### src/hw/cfm_pkg.sv
// Constants shared by the clock frequency meter
package cfm_pkg;
   localparam int          CFM_VALUE_W      = 24;
   localparam int          CFM_REFERENCE_PERIOD_COUNT_W     = 8;
   localparam logic [7:0]  CFM_REFERENCE_PERIOD_COUNT_RST   = 8'h01;
   localparam logic [23:0] CFM_VALUE_RST    = 24'h000000;
   localparam logic [23:0] CFM_VALUE_ONE    = 24'h000001;
   localparam logic [23:0] CFM_VALUE_MAX    = 24'hFFFFFF;
   localparam logic [7:0]  CFM_REFCNT_ONE   = 8'h01;
   localparam logic [7:0]  CFM_REFCNT_RST   = 8'h00;

   typedef enum logic [1:0] {
      CFM_IDLE,
      CFM_ARM,
      CFM_MEASURE
   } cfm_state_t;
endpackage : cfm_pkg

### src/hw/cfm_clock_freq_meter.sv
// Clock frequency meter: measured clock edges per reference window
// Notes on behaviour
// - Window lasts configured reference-clock periods.
// - Start pulse begins measurement when enabled.
// - Busy high from start until completion.
// - Done flag sets; interrupt when enabled.
// - Result is 24-bit measured-edge count.
// - Sticky overflow flag, cleared by writing one.
// - Enable set and clear pulses control interrupt.
// - Request holds until cleared, disabled, reset.
// - Done request alone drives the one irq_q line.
// - Keeps measuring and waking in idle sleep.
module cfm_clock_freq_meter
   import cfm_pkg::*;
#(
   parameter int REFERENCE_PERIOD_COUNT_W = CFM_REFERENCE_PERIOD_COUNT_W
)(
   input  wire logic                   clock,
   input  wire logic                   nrst,
   input  wire logic                   soft_reset,
   input  wire logic                   enable,
   input  wire logic [REFERENCE_PERIOD_COUNT_W-1:0]    reference_period_count,
   input  wire logic                   start,
   input  wire logic                   interrupt_enable_set,
   input  wire logic                   interrupt_enable_clear,
   input  wire logic                   done_flag_clear,
   input  wire logic                   overflow_clear,
   input  wire logic                   idle_sleep,
   input  wire logic                   reference_clock,
   input  wire logic                   measured_clock,
   output logic                        busy_q,
   output logic                        done_flag_q,
   output logic                        done_int_en_q,
   output logic                        irq_q,
   output logic [CFM_VALUE_W-1:0]      value_q,
   output logic                        result_overflow_q
);

   function automatic logic rise(input logic cur, input logic prev);
      return cur & ~prev;
   endfunction

   cfm_state_t               state_q;
   logic                     ref_s1_q, ref_s2_q, ref_s3_q;
   logic                     msr_s1_q, msr_s2_q, msr_s3_q;
   logic                     ref_edge, msr_edge;
   logic [REFERENCE_PERIOD_COUNT_W-1:0]      ref_cnt_q;
   logic [CFM_VALUE_W-1:0]   cnt_q;
   logic [CFM_VALUE_W-1:0]   cnt_d;
   logic                     start_ok, finish, abort, ovf_set;

   // two-stage synchronisers
   // No reset: flops track the pins in reset, so release shows no false edge
   always_ff @(posedge clock)
   begin
      ref_s1_q <= reference_clock;
      ref_s2_q <= ref_s1_q;
      ref_s3_q <= ref_s2_q;
      msr_s1_q <= measured_clock;
      msr_s2_q <= msr_s1_q;
      msr_s3_q <= msr_s2_q;
   end

   // Both clocks must stay below half the system clock rate
   assign ref_edge = rise(ref_s2_q, ref_s3_q);
   assign msr_edge = rise(msr_s2_q, msr_s3_q);

   assign start_ok = start && enable && !soft_reset && state_q == CFM_IDLE;
   assign abort    = soft_reset || !enable;
   assign finish   = !abort && ref_edge &&
                     ((state_q == CFM_MEASURE &&
                       ref_cnt_q + REFERENCE_PERIOD_COUNT_W'(1) >= reference_period_count) ||
                      (state_q == CFM_ARM &&
                       reference_period_count == '0));

   always_comb
   begin
      cnt_d   = cnt_q;
      ovf_set = 1'b0;
      if (state_q == CFM_MEASURE && msr_edge)
      begin
         if (cnt_q == CFM_VALUE_MAX)
            ovf_set = 1'b1;
         else
            cnt_d = cnt_q + CFM_VALUE_ONE;
      end
   end

   always_ff @(posedge clock)
   begin
      if (!nrst || abort)
      begin
         state_q   <= CFM_IDLE;
         ref_cnt_q <= '0;
         cnt_q     <= CFM_VALUE_RST;
      end
      else
      begin
         unique case (state_q)
            CFM_IDLE:
            begin
               if (start_ok)
               begin
                  state_q   <= CFM_ARM;
                  ref_cnt_q <= '0;
                  cnt_q     <= CFM_VALUE_RST;
               end
            end
            CFM_ARM:
            begin
               if (finish)
                  state_q <= CFM_IDLE;
               else if (ref_edge)
                  state_q <= CFM_MEASURE;
            end
            CFM_MEASURE:
            begin
               cnt_q <= cnt_d;
               if (finish)
                  state_q <= CFM_IDLE;
               else if (ref_edge)
                  ref_cnt_q <= ref_cnt_q + REFERENCE_PERIOD_COUNT_W'(1);
            end
         endcase
      end
   end

   always_ff @(posedge clock)
   begin
      if (!nrst || abort)
         busy_q <= 1'b0;
      else if (start_ok)
         busy_q <= 1'b1;
      else if (finish)
         busy_q <= 1'b0;
   end

   always_ff @(posedge clock)
   begin
      if (!nrst || soft_reset)
         value_q <= CFM_VALUE_RST;
      else if (finish)
         value_q <= cnt_d;
   end

   always_ff @(posedge clock)
   begin
      if (!nrst || soft_reset)
         result_overflow_q <= 1'b0;
      else if (ovf_set)
         result_overflow_q <= 1'b1;
      else if (overflow_clear)
         result_overflow_q <= 1'b0;
   end

   always_ff @(posedge clock)
   begin
      if (!nrst || soft_reset)
         done_flag_q <= 1'b0;
      else if (finish)
         done_flag_q <= 1'b1;
      else if (done_flag_clear)
         done_flag_q <= 1'b0;
   end

   always_ff @(posedge clock)
   begin
      if (!nrst || soft_reset)
         done_int_en_q <= 1'b0;
      else if (interrupt_enable_set)
         done_int_en_q <= 1'b1;
      else if (interrupt_enable_clear)
         done_int_en_q <= 1'b0;
   end

   always_ff @(posedge clock)
   begin
      if (!nrst || soft_reset)
         irq_q <= 1'b0;
      else
         irq_q <= done_flag_q & done_int_en_q;
   end
endmodule // cfm_clock_freq_meter

### config.mk
export PLATFORM = sky130hd
export DESIGN_NAME = cfm_clock_freq_meter
export DESIGN_NICKNAME = d
export VERILOG_FILES = /design/src/hw/cfm_pkg.sv /design/src/hw/cfm_clock_freq_meter.sv
export SDC_FILE = /design/constraint.sdc
export NUM_CORES = 1
export LEC_CHECK = 0
export BUFFER_PORTS_ARGS = -buffer_cell sky130_fd_sc_hd__buf_4
export CAP_MARGIN = 30
export CORE_ASPECT_RATIO = 0.6
export CORE_MARGIN = 3
export CORE_UTILIZATION = 45
export DETAILED_ROUTE_END_ITERATION = 8
export GPL_TIMING_DRIVEN = 0
export PLACE_DENSITY = 0.71
export SLEW_MARGIN = 20
export SYNTH_ARGS = -nofsm -noshare
export SYNTH_HDL_FRONTEND = slang
export SYNTH_SLANG_ARGS = --single-unit
### constraint.sdc
create_clock -name clock -period 2.67 [get_ports clock]
set_input_delay 0.1335 -clock clock [delete_from_list [all_inputs] [get_ports clock]]
set_output_delay 0.1335 -clock clock [all_outputs]
set_load 0.03 [all_outputs]
# After elaboration in Yosys (flattened, before gate mapping)
# Cells that the tools add are included.
[classes] add_sub_neg=2 multipliers=0 n_div=0 order_cmp=1 n_eq_ne=8 shift=0 n_mux=23 n_bitwise=5 reduce_logical=26
[op_table] operator="$mux W24" n=3
[op_table] operator="$pmux W24 S2" n=1
[op_table] operator="$add A24 B1 Y24 const B" n=1
[op_table] operator="$eq A24 B24 Y1 const B" n=1
[op_table] operator="$mux W8" n=3
[op_table] operator="$pmux W8 S2" n=1
[op_table] operator="$mux W1" n=10
[op_table] operator="$reduce_bool A2 Y1" n=5
[op_table] operator="$add A8 B1 Y8 const B" n=1
[op_table] operator="$ge A8 B8 Y1" n=1
[op_table] operator="$logic_and A1 B1 Y1" n=8
[op_table] operator="$logic_not A8 Y1" n=1
[op_table] operator="$mux W2" n=4
[op_table] operator="$ne A2 B2 Y1 const B" n=4
[op_table] operator="$pmux W2 S3" n=1
[op_table] operator="$logic_not A1 Y1" n=4
[op_table] operator="$logic_or A1 B1 Y1" n=4
[op_table] operator="$reduce_and A4 Y1" n=1
[op_table] operator="$and A1 B1 Y1" n=3
[op_table] operator="$ne A3 B3 Y1 const B" n=1
[op_table] operator="$reduce_and A3 Y1" n=1
[op_table] operator="$eq A2 B1 Y1 const B" n=1
[op_table] operator="$eq A2 B2 Y1 const B" n=1
[op_table] operator="$logic_not A2 Y1" n=1
[op_table] operator="other kinds (2)" n=3
[word_totals] register_bits=69 latchBits=0 ramBits=0 rom_bits=0 elab_cells=80 memories=0

# Logic depth before layout (Yosys ltp)
[depth] depth_word=7 mapped_depth=12 mapped_depth_nobuf=11

# Worst setup path before layout
# No wires, ideal clock.
[synth_timing] path_type="reg2reg" start="register ref_cnt_q[0]" end="register value_q[11]" arrival_time_ns=2.473 required_time_ns=2.548 setup_slack_ns=0.076 path_stages_with_launch=12 synth_period_minus_slack_ns=2.594 cell_sequence="dfxtp_1 and3_1 nand3_1 nor2_1 xor2_1 ha_1 nand4_1 o32a_1 a21oi_1 buf_2 buf_2 a21oi_1"
[synth_via] elab_chain_len=5
[synth_rtl] element="start, declared" line="cfm_clock_freq_meter.sv:47" text="logic [REFERENCE_PERIOD_COUNT_W-1:0] ref_cnt_q;"
[synth_rtl] element="start signal, assigned" line="cfm_clock_freq_meter.sv:122" text="ref_cnt_q <= ref_cnt_q + REFERENCE_PERIOD_COUNT_W'(1);"
[synth_rtl] element="$add A8 B1 Y8" line="cfm_clock_freq_meter.sv:72" text="ref_cnt_q + REFERENCE_PERIOD_COUNT_W'(1) >= reference_period_count) ||"
[synth_rtl] element="$ge A8 B8 Y1" line="cfm_clock_freq_meter.sv:72"
[synth_rtl] element="$logic_and A1 B1 Y1" line="cfm_clock_freq_meter.sv:71" text="((state_q == CFM_MEASURE &&"
[synth_rtl] element="$logic_or A1 B1 Y1" line="cfm_clock_freq_meter.sv:72"
[synth_rtl] element="$logic_and A1 B1 Y1" line="cfm_clock_freq_meter.sv:70" text="assign finish = !abort && ref_edge &&"
[synth_rtl] element="end signal, assigned" line="cfm_clock_freq_meter.sv:143" text="value_q <= cnt_d;"
[synth_rtl] element="end, declared" line="cfm_clock_freq_meter.sv:35" text="output logic [CFM_VALUE_W-1:0] value_q,"
# Every way passes these cells.
# A chain may end at the register's enable or synchronous reset.

# Worst setup path after layout
[layout_timing] start="register ref_cnt_q[0]" end="register state_q[0]"
[layout_via] elab_chain_len=7 word_cells_on_any_way=10 classes_between="add/sub: 1; order compare: 1; eq/ne: 2; mux: 2; reduce/logical: 4"
[layout_rtl] element="$add A8 B1 Y8 (*)" line="cfm_clock_freq_meter.sv:72"
[layout_rtl] element="$ge A8 B8 Y1 (*)" line="cfm_clock_freq_meter.sv:72"
[layout_rtl] element="$logic_and A1 B1 Y1 (*)" line="cfm_clock_freq_meter.sv:71"
[layout_rtl] element="$logic_or A1 B1 Y1 (*)" line="cfm_clock_freq_meter.sv:72"
[layout_rtl] element="$logic_and A1 B1 Y1 (*)" line="cfm_clock_freq_meter.sv:70"
[layout_rtl] element="$ne A3 B3 Y1 (no line), or another cell as far along"
[layout_rtl] element="$reduce_and A3 Y1 (no line) or $pmux W2 S3 (tied branches)"
[layout_rtl] element="end signal, assigned" line="cfm_clock_freq_meter.sv:93" text="state_q <= CFM_IDLE;"
[layout_rtl] element="end signal, assigned" line="cfm_clock_freq_meter.sv:104" text="state_q <= CFM_ARM;"
[layout_rtl] element="end signal, assigned" line="cfm_clock_freq_meter.sv:112" text="state_q <= CFM_IDLE;"
[layout_rtl] element="end, declared" line="cfm_clock_freq_meter.sv:43" text="cfm_state_t state_q;"
# Mark *: on every way between the ends. The rest lies on a longest branch, timed or not.

==> flow_metrics.env <==
export IMPL_ir_drop_uv=365
export IMPL_port_buffers=47
export IMPL_fmax_ghz=0.376
export IMPL_grt_usage_pct=22.1
export IMPL_die_width_um=122
export IMPL_synth_seq_cells=69
export IMPL_clock_latency_ns=0.34
export IMPL_synth_edff_count=0
export IMPL_io_pins=49
export IMPL_cp_arrival_ns=2.89
export IMPL_firstDrtPassIters=6
export IMPL_pwr_share_seq_pct=46.2
export IMPL_final_common_cell="dfxtp_1"
export IMPL_fin_crit_sh_pct=99.5
export IMPL_finalNetCount=526
export IMPL_ys_async_sr_fraction_pct=0
export IMPL_setup_tns_ns=0
export IMPL_viasPerCell=5.98
export IMPL_rsz0062_at_grt="yes"
export IMPL_r2r_cells=11
export IMPL_cts_buffers=9
export IMPL_ff_latch_area_um2=1390
export IMPL_maxSlewViolCount=0
export IMPL_fillers=667
export IMPL_power_share_combinational_pct=4.0
export IMPL_reg2reg_from="ref_cnt_q[0]"
export IMPL_mostFrequentLayoutCells="dfxtp_1 (65), buf_4 (50), a21oi_1 (33)"
export IMPL_dieArea_um2=9170
export IMPL_critPathMaxFanout=5
export IMPL_via_count=3594
export IMPL_setup_viol=0
export IMPL_antenna_found_initial=0
export IMPL_clock_power_share_pct=49.7
export IMPL_syn_inst=425
export IMPL_synth_avg_cell_area_um2=8.49
export IMPL_r2r_end="state_q[0]"
export IMPL_clkTransAtPathRegs_ns=0.05
export IMPL_hold_viol=0
export IMPL_ys_types=58
export IMPL_holdCritStartpoint="interrupt_enable_set"
export IMPL_place_area_um2=4090
export IMPL_gp_congestion=0.924
export IMPL_ff2ff_setup_slack_ns=0.01
export IMPL_post_dp_hpwl_um=7230
export IMPL_finish_instance_area_um2=4720
export IMPL_clock_skew_ns=0.00643
export IMPL_totalWireLength_um=10300
export IMPL_grt_pass1_wl_um=15500
export IMPL_critical_path_required_ns=2.90
export IMPL_multi_input_area_um2=2240
export IMPL_finalCriticalPeriod_ns=2.66
export IMPL_power_internal_mw=1.77
export IMPL_crit_type="register to register"
export IMPL_ys_seq_area_share_pct=38.3
export IMPL_hold_depth=3
export IMPL_startpoint="ref_cnt_q[0]"
export IMPL_p_per_area_nw_per_um2=475
export IMPL_hold_path_class="input pin to register"
export IMPL_routedWlPerCell_um=17.2
export IMPL_endpoint_kind="register"
export IMPL_power_switching_uw=472
export IMPL_grt_ovfl_total=0
export IMPL_h_tree_depth=3
export IMPL_drive_above_1_share_pct=26.0
export IMPL_startpoint_type="register"
export IMPL_p_leak_nw=1.81
export IMPL_cts_max_path_buffers=2
export IMPL_cts_tree="yes"
export IMPL_switching_share_pct=21.0
export IMPL_slew_headroom_pct=46.0
export IMPL_initial_utilization_pct=48.1
export IMPL_yosysWarnings=0
export IMPL_post_route_drc_count=0
export IMPL_synthFlopType="dfxtp_1"
export IMPL_clock_root_buffer="clkbuf_16"
export IMPL_syn_to_final_growth_pct=30.9
export IMPL_clock_sinks=69
export IMPL_status="complete, no violations"
export IMPL_grt_max_degree=11
export IMPL_die_h_um=75.4
export IMPL_first_global_vias=3142
export IMPL_drt_iter0_drc=374
export IMPL_num_rows=24
export IMPL_core_area_um2=7510
export IMPL_diodes=0
export IMPL_holdPathEnd="done_int_en_q"
export IMPL_cap_violations=0
export IMPL_synthesis_area_um2=3610
export IMPL_mappedNetlistNets=458
export IMPL_worst_slew_pin_slew_ns=0.806
export IMPL_ant_nets=0
-- worst max-delay path: stages, from the launching register on --
cell and delay (ns):
dfxtp_4 0.38, and3_4 0.21, nand3_4 0.11, nor2_4 0.13, xor2_1 0.19, ha_1 0.29, a21oi_1 0.13, o21a_1 0.19
o211ai_1 0.18, a41oi_1 0.43, nor3_1 0.08, a31o_2 0.23
-- synthesized netlist by cell type (all sizes together), types with 3 or more instances --
| cell | n | area, µm² |
|---|---|---|
| a211oi | 8 | 77.6 |
| a22o | 3 | 26.3 |
| inv | 15 | 56.3 |
| o31ai | 6 | 45.0 |
| o211a | 6 | 60.1 |
| a31oi | 5 | 37.5 |
| nor2b | 4 | 25.0 |
| nor4b | 3 | 41.3 |
| o21ai | 37 | 185 |
| mux2i | 3 | 30.0 |
| a41oi | 3 | 26.3 |
| xnor2 | 16 | 140 |
| o22ai | 4 | 25.0 |
| clkbuf | 13 | 48.8 |
| nor3 | 12 | 60.1 |
| ha | 13 | 163 |
| buf | 10 | 56.3 |
| nor2 | 27 | 101 |
| a31o | 3 | 26.3 |
| dfxtp | 69 | 1380 |
| xor2 | 9 | 78.8 |
| nand2b | 7 | 43.8 |
| nand4 | 7 | 58.8 |
| nor4 | 4 | 40.0 |
| a21oi | 46 | 241 |
| and4 | 4 | 38.8 |
| nand2 | 31 | 116 |
| nand3b | 5 | 37.5 |
| o21a | 4 | 30.0 |
| nand3 | 21 | 105 |
| and3 | 9 | 61.3 |
-- state kept, by name, indices dropped and copies added, names as in the netlist --
| register | cells |
|---|---|
| ref_cnt_q | 8 |
| ref_s2_q | 1 |
| msr_s1_q | 1 |
| done_flag_q | 1 |
| value_q | 24 |
| result_overflow_q | 1 |
| busy_q | 1 |
| msr_s3_q | 1 |
| state_q | 2 |
| ref_s3_q | 1 |
| done_int_en_q | 1 |
| irq_q | 1 |
| msr_s2_q | 1 |
| cnt_q | 24 |
| ref_s1_q | 1 |
-- worst max path at each step --
stage                        endpoint  slack, ns  depth (start not counted)
after floorplan           value_q[11]       0.08                         11
after detailed placement  value_q[20]      -0.60                         11
after CTS                 value_q[15]       0.01                         11
after global routing      done_flag_q      -0.08                         14
final                      state_q[0]       0.01                         11
after global placement    value_q[12]      -0.60                         11
-- metrics by stage --
| stage | hold WS (ns) | util, % | worst slack [ns] | power, mW | instances |
|---|---|---|---|---|---|
| global route | 0.00831 | 62.9 | -0.0809 | 2.32 | 601 |
| global placement | 0.238 | 54.5 | -0.597 | 1.14 | 576 |
| finish | 0.00541 | 62.9 | 0.0132 | 2.24 | 601 |
| CTS | 0.000915 | 60.0 | 0.0145 | 2.25 | 596 |
| detailed placement | 0.239 | 54.5 | -0.604 | 1.14 | 576 |
| floorplan | 0.161 | - | 0.0755 | 1.10 | 425 |
-- cell type report --
cell class                 instances  share of cell area [%]
tap                              104                    2.75
inverter                          15                    1.19
multi-input combinational        318                    47.3
sequential                        69                    29.4
timing repair buffer              57                    9.93
buffer                            23                    3.44
clock buffer                      14                    5.80
clock inverter                     1                   0.106
-- logic make-up (layout without fill, tap and decap cells) --
group | count (synthesis) | after routing | share of synthesized area (%)
flops | 69 | 69 | 38.3
compound gates | 133 | 133 | 23.5
simple gates | 144 | 144 | 22.3
buf+inv | 38 | 110 | 4.47
fa+ha+maj | 13 | 13 | 4.51
xor+xnor | 25 | 25 | 6.07
mux | 3 | 3 | 0.832
-- metal layers --
layer  wire [µm]  track usage (%)  vias up
met3         841             7.42       16
li1            -                -     1701
met2        4350             31.5      143
met4         116             6.21        0
met1        5020             32.1     1734
met5           0                0        -
-- timing repair --
| item | CTS | global route |
|---|---|---|
| resized for setup | 28 | 59 |
| hold buffers | 2 | 0 |
| endpoints found under the setup margin | 36 | 38 |
| endpoints found under the hold margin | 2 | 0 |
| gates cloned | 1 | 1 |
| pin swaps | 5 | 16 |
| buffers inserted | 2 | 5 |
-- power groups by stage --
stage	sequential (mW)	clock [mW]	combinational, mW
4_1_cts	1.04	1.13	0.0843
6_report	1.04	1.12	0.0903
2_1_floorplan	1.06	0	0.0391
3_3_place_gp	1.06	0	0.0792
5_1_grt	1.04	1.18	0.0983
3_5_place_dp	1.06	0	0.0809
Power figures use the tool's default switching activity.
